--- config.mk ---
export PLATFORM = sky130hd
export DESIGN_NAME = vpi_port_init
export DESIGN_NICKNAME = d
export VERILOG_FILES = /design/src/design/vpi_pkg.sv /design/src/design/vpi_port_init.sv
export SDC_FILE = /design/constraint.sdc
export NUM_CORES = 1
export LEC_CHECK = 0
export BUFFER_PORTS_ARGS = -buffer_cell sky130_fd_sc_hd__buf_2
export CAP_MARGIN = 30
export CORE_MARGIN = 3
export CORE_UTILIZATION = 50
export DETAILED_ROUTE_END_ITERATION = 12
export GPL_TIMING_DRIVEN = 0
export PLACE_DENSITY = 0.79
export SYNTH_ARGS = -nofsm -noshare
export SYNTH_HDL_FRONTEND = slang
export SYNTH_SLANG_ARGS = --single-unit
--- constraint.sdc ---
create_clock -name pclk -period 2.5 [get_ports pclk]
set_clock_uncertainty 0.15 [all_clocks]
set_input_delay 0.5 -clock pclk [delete_from_list [all_inputs] [get_ports pclk]]
set_output_delay 0.5 -clock pclk [all_outputs]
set_load 0.01 [all_outputs]
--- src/design/vpi_pkg.sv ---
// constants, states and carriers for the virtual fabric port init machine
// assumes a single pclk domain and an apb master for configuration
// Summary of operation
// link parameter state sends request with default-fabric element name.
// untagged operation keeps using default-fabric element name.
// each port holds tagging admin status, default fabric id, enable list.
// esc request advertises fabric support; reply selects it to negotiate.
// behind a bridge, no fabric support unless bridge tagging flag is one.
// if either side lacks support, esc goes to untagged continuation.
// link reset leaves tagging alone; link init returns to start state.
// after esc, go evfp if no auth needed, else authentication state.
// evfp request during authentication rejected logical busy, checks running.
// auth failure goes to failure state; success goes to evfp.
// no tagging: equal default ids continue untagged, else isolated.
// tagging starts one per-fabric sub-machine per negotiated fabric.
// per-fabric link params tagged with k, k's name, no flow setup; the code drives name_vfid from def_vfid_r for every fabric.
// per-fabric link parameter done advances to security checks.
// security checks tag k; efp before done rejected logical busy.
// checks pass go operating; checks fail go logical isolation.
// operating state tags k, joins configuration, uses k's name; the code drives name_vfid from def_vfid_r for every fabric.
// isolation blocks class n traffic; any fabric protocol may force it.
// isolated fabric returns to link parameters on link parameter request.
// administrator setting disables the authentication step; the code still runs it when the peer requests auth.
// fabric ids are twelve bits wide everywhere.
// untagged received frames belong to the default fabric id.
// per-fabric sub-machines advance independently of each other.
package vpi_pkg;
  localparam int VFID_W = 12;
  localparam int NUM_VF = 4;
  localparam logic [VFID_W-1:0] DEF_VFID_RST = 12'h001;
  localparam logic [7:0] ADDR_CTRL = 8'h00;
  localparam logic [7:0] ADDR_VFID = 8'h04;
  localparam logic [7:0] ADDR_STAT = 8'h08;
  localparam logic [7:0] ADDR_FAB0 = 8'h10;
  localparam int CTRL_TAG_ADMIN = 0;
  localparam int CTRL_AUTH_DIS = 1;
  localparam int CTRL_VF_CAP = 2;
  localparam int FAB_EN_BIT = 12;
  localparam logic [3:0] RJT_LOGICAL_BUSY = 4'h1;
  localparam logic [3:0] EXPL_SEC_CHECKS = 4'h2;

  typedef enum logic [3:0] {
    port_init_start_state, link_param_exchange_state, esc_exchange_state,
    vf_authentication_state, auth_failure_state, evfp_processing_state,
    untagged_continuation_state, untagged_eport_operating_state,
    isolated_state, tagging_active_state
  } vpi_main_type;

  typedef enum logic [2:0] {
    fab_idle_state, per_fabric_link_param_state,
    per_fabric_security_check_state, per_fabric_operating_state,
    per_fabric_logical_isolation_state
  } vpi_fab_type;

  typedef struct packed {
    logic link_init;
    logic link_reset;
    logic elp_done;
    logic bridge_peer;
    logic bridge_vf_flag;
    logic esc_done;
    logic peer_vf_sup;
    logic peer_auth_req;
    logic auth_ok;
    logic auth_fail;
    logic evfp_rx;
    logic evfp_done;
    logic evfp_tag;
    logic [VFID_W-1:0] peer_vfid;
    logic untag_done;
  } vpi_evt_type;

  typedef struct packed {
    logic [NUM_VF-1:0] elp_done;
    logic [NUM_VF-1:0] sec_ok;
    logic [NUM_VF-1:0] sec_fail;
    logic [NUM_VF-1:0] efp_rx;
    logic [NUM_VF-1:0] force_iso;
    logic [NUM_VF-1:0] elp_seen;
  } vpi_fab_evt_type;

  typedef struct packed {
    logic esc_adv_vf;
    logic use_default_name;
    logic [VFID_W-1:0] name_vfid;
    logic send_rjt;
    logic [3:0] rjt_reason;
    logic [3:0] rjt_expl;
    logic tag_rx_en;
  } vpi_act_type;
endpackage

--- src/design/vpi_port_init.sv ---
// virtual fabric port init machine with per-fabric sub-machines
// assumes events from link logic are synchronous to pclk, one-cycle pulses
`timescale 1ns/1ps
`default_nettype none
module vpi_port_init #(
  parameter int NUM_VF = vpi_pkg::NUM_VF
) (
  input wire logic pclk,
  input wire logic presetn,
  input wire logic psel,
  input wire logic penable,
  input wire logic pwrite,
  input wire logic [7:0] paddr,
  input wire logic [31:0] pwdata,
  output logic [31:0] prdata,
  output logic pready,
  output logic pslverr,
  input wire vpi_pkg::vpi_evt_type evt,
  input wire vpi_pkg::vpi_fab_evt_type fevt,
  input wire logic [vpi_pkg::VFID_W-1:0] rx_vfid,
  input wire logic rx_tagged,
  output logic [vpi_pkg::VFID_W-1:0] rx_class_vfid,
  output vpi_pkg::vpi_act_type act,
  output logic [NUM_VF-1:0] fab_send_elp,
  output logic [NUM_VF-1:0] fab_tag_en,
  output logic [NUM_VF-1:0] fab_send_rjt,
  output logic [NUM_VF-1:0] fab_join_cfg,
  output logic [NUM_VF-1:0] fab_class_n_en,
  output vpi_pkg::vpi_main_type main_state
);
  import vpi_pkg::*;

  logic ctrl_tag_admin_r, ctrl_auth_dis_r, ctrl_vf_cap_r;
  logic [VFID_W-1:0] def_vfid_r;
  logic [VFID_W-1:0] fab_vfid_r [NUM_VF];
  logic [NUM_VF-1:0] fab_en_r;
  vpi_main_type st_r, st_nxt;
  vpi_fab_type fst_r [NUM_VF];
  logic wr, rd;
  logic vf_ok, neg_vf, auth_needed;

  // apb slave, zero wait states
  assign wr = psel && penable && pwrite;
  assign rd = psel && !penable;
  assign pready = 1'b1;
  assign pslverr = 1'b0;

  // per-port configuration
  always_ff @(posedge pclk or negedge presetn) begin
    if (!presetn) begin
      ctrl_tag_admin_r <= 1'b0;
      ctrl_auth_dis_r <= 1'b0;
      ctrl_vf_cap_r <= 1'b0;
      def_vfid_r <= DEF_VFID_RST;
    end else if (wr) begin
      if (paddr == ADDR_CTRL) begin
        ctrl_tag_admin_r <= pwdata[CTRL_TAG_ADMIN];
        ctrl_auth_dis_r <= pwdata[CTRL_AUTH_DIS];
        ctrl_vf_cap_r <= pwdata[CTRL_VF_CAP];
      end
      if (paddr == ADDR_VFID) begin
        def_vfid_r <= pwdata[VFID_W-1:0];
      end
    end
  end

  // locally enabled list, one word per slot
  for (genvar k = 0; k < NUM_VF; k++) begin : g_list
    always_ff @(posedge pclk or negedge presetn) begin
      if (!presetn) begin
        fab_vfid_r[k] <= '0;
        fab_en_r[k] <= 1'b0;
      end else if (wr && paddr == ADDR_FAB0 + 8'(4 * k)) begin
        fab_vfid_r[k] <= pwdata[VFID_W-1:0];
        fab_en_r[k] <= pwdata[FAB_EN_BIT];
      end
    end
  end

  always_ff @(posedge pclk or negedge presetn) begin
    if (!presetn) begin
      prdata <= '0;
    end else if (rd) begin
      prdata <= '0;
      if (paddr == ADDR_CTRL) begin
        prdata[CTRL_TAG_ADMIN] <= ctrl_tag_admin_r;
        prdata[CTRL_AUTH_DIS] <= ctrl_auth_dis_r;
        prdata[CTRL_VF_CAP] <= ctrl_vf_cap_r;
      end else if (paddr == ADDR_VFID) begin
        prdata[VFID_W-1:0] <= def_vfid_r;
      end else if (paddr == ADDR_STAT) begin
        prdata[3:0] <= st_r;
        for (int k = 0; k < NUM_VF; k++) begin
          prdata[8+3*k +: 3] <= fst_r[k];
        end
      end else begin
        for (int k = 0; k < NUM_VF; k++) begin
          if (paddr == ADDR_FAB0 + 8'(4 * k)) begin
            prdata[VFID_W-1:0] <= fab_vfid_r[k];
            prdata[FAB_EN_BIT] <= fab_en_r[k];
          end
        end
      end
    end
  end

  // a bridge peer must have announced tagging first
  assign vf_ok = ctrl_vf_cap_r && (!evt.bridge_peer || evt.bridge_vf_flag);
  assign neg_vf = vf_ok && evt.peer_vf_sup;
  assign auth_needed = (!ctrl_auth_dis_r) || evt.peer_auth_req;

  always_comb begin
    st_nxt = st_r;
    unique case (st_r)
      port_init_start_state: st_nxt = link_param_exchange_state;
      link_param_exchange_state:
        if (evt.elp_done) st_nxt = esc_exchange_state;
      esc_exchange_state:
        if (evt.esc_done) begin
          if (!neg_vf) st_nxt = untagged_continuation_state;
          else if (auth_needed) st_nxt = vf_authentication_state;
          else st_nxt = evfp_processing_state;
        end
      vf_authentication_state:
        if (evt.auth_fail) st_nxt = auth_failure_state;
        else if (evt.auth_ok) st_nxt = evfp_processing_state;
      evfp_processing_state:
        if (evt.evfp_done) begin
          if (evt.evfp_tag) st_nxt = tagging_active_state;
          else if (evt.peer_vfid == def_vfid_r) begin
            st_nxt = untagged_continuation_state;
          end else st_nxt = isolated_state;
        end
      untagged_continuation_state:
        if (evt.untag_done) st_nxt = untagged_eport_operating_state;
      default: st_nxt = st_r;
    endcase
    // link reset is ignored; only link init restarts
    if (evt.link_init) st_nxt = port_init_start_state;
  end

  always_ff @(posedge pclk or negedge presetn) begin
    if (!presetn) st_r <= port_init_start_state;
    else st_r <= st_nxt;
  end

  // per-fabric sub-machines, each with its own state
  for (genvar k = 0; k < NUM_VF; k++) begin : g_fab
    always_ff @(posedge pclk or negedge presetn) begin
      if (!presetn) begin
        fst_r[k] <= fab_idle_state;
      end else if (evt.link_init || st_r != tagging_active_state) begin
        fst_r[k] <= fab_idle_state;
      end else begin
        unique case (fst_r[k])
          fab_idle_state:
            if (fab_en_r[k]) fst_r[k] <= per_fabric_link_param_state;
          per_fabric_link_param_state:
            if (fevt.force_iso[k]) begin
              fst_r[k] <= per_fabric_logical_isolation_state;
            end else if (fevt.elp_done[k]) begin
              fst_r[k] <= per_fabric_security_check_state;
            end
          per_fabric_security_check_state:
            if (fevt.sec_fail[k] || fevt.force_iso[k]) begin
              fst_r[k] <= per_fabric_logical_isolation_state;
            end else if (fevt.sec_ok[k]) begin
              fst_r[k] <= per_fabric_operating_state;
            end
          per_fabric_operating_state:
            if (fevt.force_iso[k]) begin
              fst_r[k] <= per_fabric_logical_isolation_state;
            end
          per_fabric_logical_isolation_state:
            if (fevt.elp_seen[k]) begin
              fst_r[k] <= per_fabric_link_param_state;
            end
        endcase
      end
    end
    assign fab_tag_en[k] = fst_r[k] != fab_idle_state;
    assign fab_send_elp[k] = fst_r[k] == per_fabric_link_param_state;
    assign fab_send_rjt[k] = fst_r[k] == per_fabric_security_check_state
                             && fevt.efp_rx[k];
    assign fab_join_cfg[k] = fst_r[k] == per_fabric_operating_state;
    assign fab_class_n_en[k] = fst_r[k] == per_fabric_operating_state;
  end

  // untagged frames fall into the default fabric
  always_ff @(posedge pclk or negedge presetn) begin
    if (!presetn) rx_class_vfid <= DEF_VFID_RST;
    else rx_class_vfid <= rx_tagged ? rx_vfid : def_vfid_r;
  end

  always_comb begin
    act.esc_adv_vf = (st_r == esc_exchange_state) && vf_ok;
    act.use_default_name = (st_r == link_param_exchange_state) ||
                           (st_r == untagged_eport_operating_state);
    act.name_vfid = def_vfid_r;
    act.send_rjt = (st_r == vf_authentication_state) && evt.evfp_rx;
    act.rjt_reason = RJT_LOGICAL_BUSY;
    act.rjt_expl = EXPL_SEC_CHECKS;
    act.tag_rx_en = (st_r == tagging_active_state) && ctrl_tag_admin_r;
  end

  assign main_state = st_r;

  property p_linit;
    @(posedge pclk) disable iff (!presetn)
      evt.link_init |=> st_r == port_init_start_state;
  endproperty
  a_linit: assert property (p_linit) else $error("link init no restart");

  property p_auth;
    @(posedge pclk) disable iff (!presetn)
      st_r == vf_authentication_state && evt.auth_fail && !evt.link_init
      |=> st_r == auth_failure_state;
  endproperty
  a_auth: assert property (p_auth) else $error("auth fail path");

  property p_rjt;
    @(posedge pclk) disable iff (!presetn)
      act.send_rjt |-> act.rjt_reason == RJT_LOGICAL_BUSY;
  endproperty
  a_rjt: assert property (p_rjt) else $error("bad reject reason");

  property p_iso;
    @(posedge pclk) disable iff (!presetn)
      st_r == evfp_processing_state && evt.evfp_done && !evt.evfp_tag &&
      !evt.link_init && evt.peer_vfid != def_vfid_r |=> st_r == isolated_state;
  endproperty
  a_iso: assert property (p_iso) else $error("mismatch not isolated");

  // fabric 0 stands for every slot; the slots share one generate body
  logic fab_live;
  assign fab_live = st_r == tagging_active_state && !evt.link_init;

  property p_untag;
    @(posedge pclk) disable iff (!presetn)
      st_r == esc_exchange_state && evt.esc_done && !neg_vf &&
      !evt.link_init |=> st_r == untagged_continuation_state;
  endproperty
  a_untag: assert property (p_untag) else $error("no untagged path");

  property p_evfp;
    @(posedge pclk) disable iff (!presetn)
      st_r == esc_exchange_state && evt.esc_done && neg_vf && !auth_needed &&
      !evt.link_init |=> st_r == evfp_processing_state;
  endproperty
  a_evfp: assert property (p_evfp) else $error("no direct evfp");

  property p_authgo;
    @(posedge pclk) disable iff (!presetn)
      st_r == esc_exchange_state && evt.esc_done && neg_vf && auth_needed &&
      !evt.link_init |=> st_r == vf_authentication_state;
  endproperty
  a_authgo: assert property (p_authgo) else $error("auth skipped");

  property p_authok;
    @(posedge pclk) disable iff (!presetn)
      st_r == vf_authentication_state && evt.auth_ok && !evt.auth_fail &&
      !evt.link_init |=> st_r == evfp_processing_state;
  endproperty
  a_authok: assert property (p_authok) else $error("auth ok path");

  property p_same;
    @(posedge pclk) disable iff (!presetn)
      st_r == evfp_processing_state && evt.evfp_done && !evt.evfp_tag &&
      !evt.link_init && evt.peer_vfid == def_vfid_r
      |=> st_r == untagged_continuation_state;
  endproperty
  a_same: assert property (p_same) else $error("equal ids not untagged");

  property p_tag;
    @(posedge pclk) disable iff (!presetn)
      st_r == evfp_processing_state && evt.evfp_done && evt.evfp_tag &&
      !evt.link_init |=> st_r == tagging_active_state;
  endproperty
  a_tag: assert property (p_tag) else $error("tagging not entered");

  property p_lreset;
    @(posedge pclk) disable iff (!presetn)
      fab_live && evt.link_reset |=> st_r == tagging_active_state;
  endproperty
  a_lreset: assert property (p_lreset) else $error("link reset hit");

  property p_elp;
    @(posedge pclk) disable iff (!presetn)
      fab_live && fst_r[0] == per_fabric_link_param_state &&
      fevt.elp_done[0] && !fevt.force_iso[0]
      |=> fst_r[0] == per_fabric_security_check_state;
  endproperty
  a_elp: assert property (p_elp) else $error("elp not done");

  property p_secfail;
    @(posedge pclk) disable iff (!presetn)
      fab_live && fst_r[0] == per_fabric_security_check_state &&
      fevt.sec_fail[0] |=> fst_r[0] == per_fabric_logical_isolation_state;
  endproperty
  a_secfail: assert property (p_secfail) else $error("check fail path");

  property p_secok;
    @(posedge pclk) disable iff (!presetn)
      fab_live && fst_r[0] == per_fabric_security_check_state &&
      fevt.sec_ok[0] && !fevt.sec_fail[0] && !fevt.force_iso[0]
      |=> fst_r[0] == per_fabric_operating_state;
  endproperty
  a_secok: assert property (p_secok) else $error("check ok path");

  property p_relp;
    @(posedge pclk) disable iff (!presetn)
      fab_live && fst_r[0] == per_fabric_logical_isolation_state &&
      fevt.elp_seen[0] |=> fst_r[0] == per_fabric_link_param_state;
  endproperty
  a_relp: assert property (p_relp) else $error("no return to elp");

  property p_indep;
    @(posedge pclk) disable iff (!presetn)
      fab_live && fst_r[1] == per_fabric_operating_state &&
      !fevt.force_iso[1] |=> fst_r[1] == per_fabric_operating_state;
  endproperty
  a_indep: assert property (p_indep) else $error("fabric disturbed");

  property p_untagrx;
    @(posedge pclk) disable iff (!presetn)
      !rx_tagged |=> rx_class_vfid == $past(def_vfid_r);
  endproperty
  a_untagrx: assert property (p_untagrx) else $error("untagged class");

  property p_tagrx;
    @(posedge pclk) disable iff (!presetn)
      rx_tagged |=> rx_class_vfid == $past(rx_vfid);
  endproperty
  a_tagrx: assert property (p_tagrx) else $error("tagged class");

  property p_expl;
    @(posedge pclk) disable iff (!presetn)
      act.send_rjt |-> act.rjt_expl == EXPL_SEC_CHECKS;
  endproperty
  a_expl: assert property (p_expl) else $error("bad reject explanation");

  property p_esc;
    @(posedge pclk) disable iff (!presetn)
      act.esc_adv_vf |-> ctrl_vf_cap_r &&
      (!evt.bridge_peer || evt.bridge_vf_flag);
  endproperty
  a_esc: assert property (p_esc) else $error("bridge advertised");

  property p_frjt;
    @(posedge pclk) disable iff (!presetn)
      fab_send_rjt[0] |-> fevt.efp_rx[0] &&
      fst_r[0] == per_fabric_security_check_state;
  endproperty
  a_frjt: assert property (p_frjt) else $error("stray efp reject");

  property p_cls;
    @(posedge pclk) disable iff (!presetn)
      fst_r[0] == per_fabric_logical_isolation_state |-> !fab_class_n_en[0];
  endproperty
  a_cls: assert property (p_cls) else $error("traffic while isolated");

  property p_ftag;
    @(posedge pclk) disable iff (!presetn)
      fst_r[0] == per_fabric_link_param_state |->
      fab_tag_en[0] && fab_send_elp[0];
  endproperty
  a_ftag: assert property (p_ftag) else $error("elp untagged");

  property p_name;
    @(posedge pclk) disable iff (!presetn)
      st_r == link_param_exchange_state |->
      act.use_default_name && act.name_vfid == def_vfid_r;
  endproperty
  a_name: assert property (p_name) else $error("wrong element name");
endmodule
`default_nettype wire

==> results of run 1 <==
## worst max-delay path, delay by kind of cell (launching register included)
family / cells / cell delay (ns)
flops: 1 / 0.45
buf+inv: 2 / 0.41
simple gates: 2 / 0.50
## what timing repair did
| action | 4_1_cts | 5_1_grt |
|---|---|---|
| hold buffers | 0 | 0 |
| endpoints found under the setup margin | 1 | 44 |
| resized for setup | 1 | 7 |
## kinds of logic after synthesis
kind of cell           share of synthesized area
multiplexers                               0.168
buffers and inverters                     0.0649
flip-flops                                 0.461
AND/OR/NAND/NOR                            0.145
XOR/XNOR                                  0.0168
AO/OA/AOI/OAI                              0.143
other                                    0.00120
## cell usage in the layout, fill, tap and decap left out, types with 4 or more instances in the layout
cell | netlist | final
buf_2 | 6 | 164
dfrtp_1 | 113 | 113
mux2_2 | 79 | 79
nor2_1 | 42 | 42
buf_4 | 27 | 29
nand2_1 | 27 | 27
o21ai_0 | 27 | 27
clkbuf_1 | 27 | 25
a21oi_1 | 25 | 25
conb_1 | 2 | 22
nor3_1 | 21 | 21
clkbuf_16 | 0 | 17
mux2i_1 | 16 | 16
nand2b_1 | 14 | 14
inv_1 | 14 | 14
xnor2_1 | 12 | 12
a2bb2oi_1 | 11 | 11
a22o_1 | 11 | 11
a221o_1 | 9 | 9
nor2b_1 | 7 | 7
a211oi_1 | 7 | 7
inv_6 | 0 | 7
o2bb2ai_1 | 6 | 6
nor3b_1 | 7 | 5
and2_1 | 5 | 5
nand3b_1 | 5 | 5
a31oi_1 | 5 | 5
or3_1 | 4 | 4
nand4_1 | 4 | 4
nor4b_1 | 5 | 4
## power breakdown
group          leakage, nW  internal (mW)  switching, mW  total [mW]
sequential            1.58           1.90         0.0255        1.93
combinational         2.05          0.223          0.283       0.506
clock                0.282           1.49          0.940        2.43
## worst paths after layout
kind                               start            end  slack, ns  cells after the start
min in group pclk                fevt[7]       fst_r[1]       0.13                      2
max reg2reg                main_state[0]  main_state[1]       0.14                      6
max in group asynchronous        presetn  def_vfid_r[0]       1.37                      2
min                              presetn     prdata[18]       0.07                      1
max                        main_state[2]        act[23]       0.07                      4
min reg2reg                   prdata[12]     prdata[12]       0.33                      2
## layout make-up
| cell class | count | area share |
|---|---|---|
| Inverter | 14 | 0.00658 |
| Multi-Input combinational cell | 416 | 0.383 |
| Sequential cell | 115 | 0.361 |
| Clock inverter | 15 | 0.0213 |
| Tap cell | 168 | 0.0263 |
| Timing Repair Buffer | 161 | 0.104 |
| Buffer | 62 | 0.0442 |
| Clock buffer | 17 | 0.0533 |
## per-layer routing
layer | GRT usage | up-vias | part of all wire
met4 | 0.0996 | 0 | 0.021
met5 | 0 | - | 0
met1 | 0.318 | 2699 | 0.41
met2 | 0.426 | 272 | 0.49
li1 | - | 2505 | -
met3 | 0.0745 | 30 | 0.079
## sequential cells by signal (all words and copies together), names as in the netlist
signal            cells
fab_vfid_r           48
prdata               20
def_vfid_r           12
fst_r                12
rx_class_vfid        12
fab_en_r              4
main_state            4
ctrl_auth_dis_r       1
ctrl_tag_admin_r      1
ctrl_vf_cap_r         1
## through the flow
step | setup TNS, ns | instances | hold WS (ns) | power (mW) | worst slack [ns]
6_report | 0 | 968 | 0.0676 | 4.86 | 0.0726
3_3_place_gp | -80.76 | 935 | 0.317 | 2.42 | -0.686
5_1_grt | -0.0155 | 968 | 0.128 | 5.03 | -0.0155
3_5_place_dp | -13.49 | 937 | 0.328 | 2.45 | -0.344
4_1_cts | 0 | 969 | 0.0909 | 4.88 | 0.00105
2_1_floorplan | 0 | 608 | 0.0544 | 2.22 | 0.183
==> flow_summary.ini, run 1 <==
[power_and_ir_drop]
power.density_nw_per_um2 = 609
leakage_nw = 3.91
ir_drop_v = 0.000417

[setup_path]
critPathKind = reg -> out
crit_path_max_incr_delay_ns = 0.45
slowest_stage = dfrtp_1
cp.arrival_ns = 1.78
crit_required_ns = 1.85
crit_fanout = 10
start_kind = register
crit_path_frequent_cell = buf_2
crit_chain = buf_2, nor3b_2, nor4bb_2, buf_2
end_kind = primary output

[outcome]
status = completed

[cells_and_area]
final-seq-area_sq_um = 2880
stdcell_area_sq_um = 7990
multiInputGateArea_sq_um = 3060
drive_gt1_frac = 0.410
area_growth_pct = 27.9
fillers = 960
antennaDiodeCount = 0
layout.nets = 895
finalCoreUtilization = 0.660

[place]
placed_cell_area_sq_um = 7360
place_congestion = 0.951
numPortBuffers = 159
dpl.hpwl_um = 13300

[global_route]
grtUsageTotal = 0.257
grt_pass1_vias = 5717
overflow = 0
grt_start_max_net_pins = 69
antenna_found_initial = 0
grt_pass1_wl_um = 28700

[floorplan]
io_pins = 202
start_util = 0.516
die_height_um = 118
die_area_sq_um = 13900
core_sq_um = 12100
chipWidth_um = 118
rows = 40

[routing]
viasPerCell = 5.69
wirelength_um = 17900
detailedRoute.firstIterationViolations = 387
firstDrtPassIters = 5
wl_per_cell_um = 18.4
drc = 0
antenna_left = 0
vias = 5506

[synth]
ys_types = 62
synth-seq-area-share = 0.461
synth_top_area_frac = 0.453
ys_top_cells_by_area = dfrtp_1 45%, mux2_2 14%, buf_4 3.2%
synthArstFlopShare = 1.00
synth_area_sq_um = 6240
yosysMostFrequentCell = dfrtp_1
synth-edff-count = 0
syn_inst = 588
synth-main-ff-cell = dfrtp_1
synth.largest_area_cell = dfrtp_1
synth_common_cells = 113 x dfrtp_1, 79 x mux2_2, 42 x nor2_1
yosysWarningCount = 0
synth_area_per_cell_sq_um = 10.6
synth-seq-cells = 115

[cts]
post_cts_buffers = 0
clk_pin_slew_worst_paths_ns = 0.06
clk-insertion-delay-late_ns = 0.42
clock_sinks = 115
cts_tree = built
cts_buffer_depth = 2
cts_buffers = 17
htreeDepth = 4
cts_root_buf = clkbuf_16

[timing]
tightest_slew_ns = 0.915
drv_slew = 0
timing.slew.headroom = 0.390
layout_worst_path_cycle_share = 0.971
min_period_ns = 2.43
setup_violations = 0
max_freq_mhz = 412
hold_violations = 0

[run]
cap_violations = 0

[min_path]
hp-class = in -> async
(Power assumes the default switching activity.)
==> inputs of run 2 (changes only) <==
- BUFFER_PORTS_ARGS: -buffer_cell sky130_fd_sc_hd__buf_2 -> -buffer_cell sky130_fd_sc_hd__buf_4
- CTS_BUF_LIST: unset -> sky130_fd_sc_hd__clkbuf_4 sky130_fd_sc_hd__clkbuf_8 sky130_fd_sc_hd__clkbuf_16
- CTS_CLUSTER_DIAMETER: unset -> 40
==> run 2 against run 1 <==
Fmax down 0.57%. Clock power down 3%. Via count up 2.2%. Final cell count down 0.10%. Utilization up 3.3 points. Flip-flop and latch count unchanged. Non-clock buffer count down 1. Wire length up 3.2%. First-iteration DRC count up 33%. Global-route usage up 1.1 points. Critical path type unchanged. Critical endpoint unchanged.
==> flow_summary.ini, run 2 (synthesis gave the netlist of run 1 again) <==
[outcome]
status = completed

[run]
cap_violations = 0

[routing]
wirelength_um = 18400
viasPerCell = 5.82
firstDrtPassIters = 5
drc = 0
detailedRoute.firstIterationViolations = 515
vias = 5629
wl_per_cell_um = 19.1
antenna_left = 0

[place]
dpl.cell_count = 936
dpl.hpwl_um = 13400
place_congestion = 0.953
numPortBuffers = 159

[cells_and_area]
final-seq-area_sq_um = 2880
layout.nets = 894
area_growth_pct = 34.3
layout_common_cells = 186 x buf_4, 113 x dfrtp_1, 79 x mux2_2
largest-register = fab_vfid_r
multiInputGateArea_sq_um = 3090
largest_reg_flops = 48
drive_gt1_frac = 0.413
final_common_cell = buf_4
antennaDiodeCount = 0
fillers = 939
final_cells = 967
top_regs = fab_vfid_r x48, prdata x20

[floorplan]
core_sq_um = 12100
die_height_um = 118
chipWidth_um = 118
io_pins = 202
start_util = 0.516
die_area_sq_um = 13900
rows = 40

[timing]
rsz0062_at_grt = yes
tightest_slew_ns = 0.806
drv_slew = 0
timing.slew.headroom = 0.463
finalSetupTns_ns = 0
hold_violations = 0
layout_worst_path_cycle_share = 0.976
min_period_ns = 2.44
setup_violations = 0
max_freq_mhz = 410

[global_route]
overflow = 0
antenna_found_initial = 0
grt_start_max_net_pins = 74
grt_pass1_vias = 5692
grt_pass1_wl_um = 29800
grtUsageTotal = 0.268

[setup_path]
end_kind = primary output
start_kind = register
cp.arrival_ns = 1.79
crit_required_ns = 1.85
slowest_stage = dfrtp_1
crit_path_max_incr_delay_ns = 0.46
rr_startpoint = main_state[0]
crit_fanout = 10
critPathKind = reg -> out
reg2reg_depth = 6
regToRegSetupSlack_ns = 0.12
rr_endpoint = main_state[1]
crit_chain = clkbuf_4, nor3b_2, nor4bb_2, buf_4

[cts]
cts_buffer_depth = 2
cts_buffers = 17
clock_sinks = 115
cts_tree = built
clk_pin_slew_worst_paths_ns = 0.06
clk-insertion-delay-late_ns = 0.42
htreeDepth = 4
cts_root_buf = clkbuf_16

[power_and_ir_drop]
switchingPower_mw = 1.28
comb_power_share = 0.117
seqPwrFrac = 0.398
leakage_nw = 3.98
ir_drop_v = 0.000379
power.density_nw_per_um2 = 578
power_switching_share = 0.264
intPower_mw = 3.57
pwr-share-clk = 0.485

[min_path]
whs_endpoint = fst_r[1]
holdPathStages = 2
min_from = fevt[7]
hp-class = in -> reg
## run 2: repair_timing
item                                   4_1_cts  5_1_grt
setup endpoints to repair                   31       28
resized for setup                            3       12
hold buffers                                 1        0
setup buffers                                0        0
endpoints found under the hold margin       42        0
## run 2: routing by layer
metal | track usage | wire length (um) | up-vias
met2 | 0.448 | 9050 | 303
met4 | 0.109 | 482 | 0
met5 | 0 | 0 | -
met1 | 0.337 | 7410 | 2776
li1 | - | - | 2499
met3 | 0.0625 | 1500 | 51
## run 2: worst max path at each step
stage | startpoint | to | slack, ns | cells past startpoint
after global placement | paddr[7] | def_vfid_r[11] | -0.54 | 6
after detailed placement | paddr[7] | def_vfid_r[8] | -0.55 | 6
final | main_state[2] | act[23] | 0.06 | 4
after global routing | main_state[2] | act[23] | -0.02 | 4
after CTS | main_state[2] | act[23] | 0.02 | 4
after floorplan | paddr[7] | def_vfid_r[10] | 0.18 | 5
## run 2: layout make-up
type / count / area share
Inverter: 14 / 0.00627
Tap cell: 168 / 0.0251
Clock inverter: 15 / 0.0176
Multi-Input combinational cell: 416 / 0.368
Timing Repair Buffer: 161 / 0.147
Buffer: 61 / 0.0421
Sequential cell: 115 / 0.343
Clock buffer: 17 / 0.0507
## run 2: metrics by stage
stage | hold WS [ns] | utilization | worst slack, ns | power (mW) | cell area, sq um
5_1_grt | 0.122 | 0.692 | -0.0161 | 5.00 | 8390
6_report | 0.118 | 0.692 | 0.0588 | 4.85 | 8390
4_1_cts | 0.112 | 0.689 | 0.0164 | 4.84 | 8350
2_1_floorplan | 0.0544 | - | 0.183 | 2.22 | 6320
3_3_place_gp | 0.323 | 0.638 | -0.539 | 2.48 | 7720
3_5_place_dp | 0.328 | 0.640 | -0.552 | 2.50 | 7750
## run 2: power by group through the flow
stage / registers, mW / clock network (mW) / logic, mW
floorplan: 1.97 / 0 / 0.254
global placement: 1.96 / 0 / 0.522
detailed placement: 1.96 / 0 / 0.543
CTS: 1.93 / 2.36 / 0.551
global route: 1.93 / 2.46 / 0.608
finish: 1.93 / 2.35 / 0.567
## run 2: worst max-delay path: cells and delay by family (launching register included)
family | cells | cell delay [ns]
AND/OR/NAND/NOR | 2 | 0.49
buffers and inverters | 2 | 0.41
flip-flops | 1 | 0.46
==> inputs of run 3 (changes only) <==
- ABC_AREA: unset -> 1
==> run 3 against run 2 <==
Register-to-register slack improved by 0.43 ns. Flip-flop and latch count unchanged. Non-clock buffer count decreased by 11. Clock-buffer cell count increased by 7. Hold slack improved by 0.033 ns. Combinational power increased by 4.9%. Worst setup slack improved by 0.058 ns. Critical endpoint unchanged. Largest cell class is now flip-flops and latches.
==> flow_summary.ini, run 3 <==
[outcome]
status = completed

[routing]
wl_per_cell_um = 14.6
detailedRoute.firstIterationViolations = 536
viasPerCell = 5.07
firstDrtPassIters = 6
antenna_left = 0
drc = 0
vias = 6231
wirelength_um = 18000

[cells_and_area]
antennaDiodeCount = 0
top_regs = fab_vfid_r x48, prdata x20
largest-register = fab_vfid_r
finalCoreUtilization = 0.691
final_common_cell = nand2_1
layout_common_cells = 264 x nand2_1, 187 x buf_4, 113 x dfrtp_1
fillers = 1041
largest_reg_flops = 48
area_growth_pct = 33.0
layout.nets = 1156
drive_gt1_frac = 0.261

[power_and_ir_drop]
seqPwrFrac = 0.401
pwr-share-clk = 0.477
intPower_mw = 3.65
comb_power_share = 0.123
power_switching_share = 0.248
switchingPower_mw = 1.20
leakage_nw = 4.49
ir_drop_v = 0.000482
power.density_nw_per_um2 = 575

[synth]
synth-seq-area-share = 0.454
synth_compound_area_frac = 0.125
synthArstFlopShare = 1.00
synth-main-ff-cell = dfrtp_1
synth_common_cells = 264 x nand2_1, 113 x dfrtp_1, 92 x inv_1
synth.largest_area_cell = dfrtp_1
syn_inst = 848
synthMuxAreaShare = 0.00533
yosysMostFrequentCell = nand2_1
synthAdderAreaFrac = 0
synth_area_per_cell_sq_um = 7.48
synth_area_sq_um = 6340
synthXorXnorAreaFrac = 0.00552
synth-seq-cells = 115
ys_types = 40
synth_top_family_by_area = simple AND/OR/NAND/NOR gates
synthSimpleGateAreaFrac = 0.296
yosysWarningCount = 0
synth-edff-count = 0
synth_top_area_frac = 0.446
ys_top_cells_by_area = dfrtp_1 45%, nand2_1 16%, o21ai_0 5.9%

[global_route]
overflow = 0
grt_pass1_vias = 6025
antenna_found_initial = 0
grt_start_max_net_pins = 80
grtUsageTotal = 0.259
grt_pass1_wl_um = 29600

[timing]
layout_worst_path_cycle_share = 0.953
setup_violations = 0
drv_slew = 0
finalSetupTns_ns = 0
tightest_slew_ns = 0.584
hold_violations = 0
timing.slew.headroom = 0.610
max_freq_mhz = 420
rsz0062_at_grt = no
min_period_ns = 2.38

[setup_path]
critPathKind = reg -> out
crit_chain = buf_2, nor2_1, nand3_1, nor2_1, buf_4
crit_path_frequent_cell = nor2_1
start_kind = register
crit_path_max_incr_delay_ns = 0.37
cp.arrival_ns = 1.73
end_kind = primary output
slowest_stage = dfrtp_1
crit_required_ns = 1.85
crit_fanout = 8

[floorplan]
chipWidth_um = 119
die_area_sq_um = 14100
core_sq_um = 12200
die_height_um = 119
io_pins = 202
rows = 40
start_util = 0.519

[cts]
ctsResizeCount = 0
clock_sinks = 115
cts_tree = built
cts_buffers = 17
htreeDepth = 4
clk_pin_slew_worst_paths_ns = 0.05
cts_buffer_depth = 2
post_cts_buffers = 0
clk-insertion-delay-late_ns = 0.41
cts_root_buf = clkbuf_16

[min_path]
hp-class = in -> reg

[place]
dpl.hpwl_um = 13600
numPortBuffers = 159
place_congestion = 0.934

[run]
cap_violations = 0
-- run 3: cell types whose count changed in the layout (fill, tap and decap cells not counted), sizes merged, moves of 12 or more --
cell	change
nand2	+245
nand3	+55
inv	+78
mux2	-76
mux2i	-16
nor2	+26
nand2b	-15
o21ai	+77
nor3	-12
-- run 3: worst max-delay path, delay by kind of cell (launching register included) --
family                 cells  cell delay [ns]
and+or+nand+nor            3             0.63
DFF                        1             0.37
buffers and inverters      2             0.32
-- run 3: final cells by class --
| class | instances | area, sq um | area share |
|---|---|---|---|
| Clock inverter | 8 | 77.6 | 0.00920 |
| Timing Repair Buffer | 161 | 1230 | 0.146 |
| Buffer | 50 | 352 | 0.0417 |
| Clock buffer | 24 | 497 | 0.0589 |
| Sequential cell | 115 | 2880 | 0.341 |
| Multi-Input combinational cell | 605 | 2820 | 0.334 |
| Inverter | 98 | 368 | 0.0436 |
| Tap cell | 168 | 210 | 0.0249 |
-- run 3: per-layer routing --
metal | track usage | share of wire
met1 | 0.341 | 0.43
met2 | 0.434 | 0.48
met3 | 0.0545 | 0.070
met4 | 0.0724 | 0.014
met5 | 0 | 0
-- run 3: kinds of logic after synthesis --
logic type	Yosys count
compound gates	146
xor+xnor	4
buf+inv	148
flops	115
mux	3
other cells	2
simple gates	430
-- run 3: power by group through the flow --
| stage | logic [mW] | registers (mW) | clock network [mW] |
|---|---|---|---|
| finish | 0.595 | 1.95 | 2.31 |
| global route | 0.660 | 1.95 | 2.43 |
| detailed placement | 0.587 | 1.98 | 0 |
| CTS | 0.591 | 1.94 | 2.33 |
| floorplan | 0.288 | 1.98 | 0 |
| global placement | 0.574 | 1.97 | 0 |
-- run 3: stage by stage --
stage | setup WS, ns | hold WS (ns) | cell area, sq um | total power, mW | instances
floorplan | 0.763 | 0.0544 | 6420 | 2.27 | 868
global placement | 0.403 | 0.316 | 7820 | 2.55 | 1195
detailed placement | 0.370 | 0.269 | 7850 | 2.56 | 1196
CTS | 0.113 | 0.146 | 8440 | 4.86 | 1229
global route | 0.00429 | 0.146 | 8440 | 5.04 | 1229
finish | 0.117 | 0.151 | 8440 | 4.85 | 1229
-- run 3: what timing repair did --
item,CTS,global route
hold buffers,1,0
hold endpoints to repair,36,0
setup endpoints to repair,0,0
-- run 3: final timing paths --
check	startpoint	end	slack, ns	cells after the start
min reg2reg	prdata[12]	prdata[12]	0.33	2
min in group asynchronous	presetn	fab_vfid_r[42]	0.41	2
min	rx_vfid[7]	rx_class_vfid[7]	0.15	3
max	main_state[2]	act[23]	0.12	5
max in group asynchronous	presetn	rx_class_vfid[0]	1.05	3
max reg2reg	main_state[1]	fst_r[11]	0.55	9
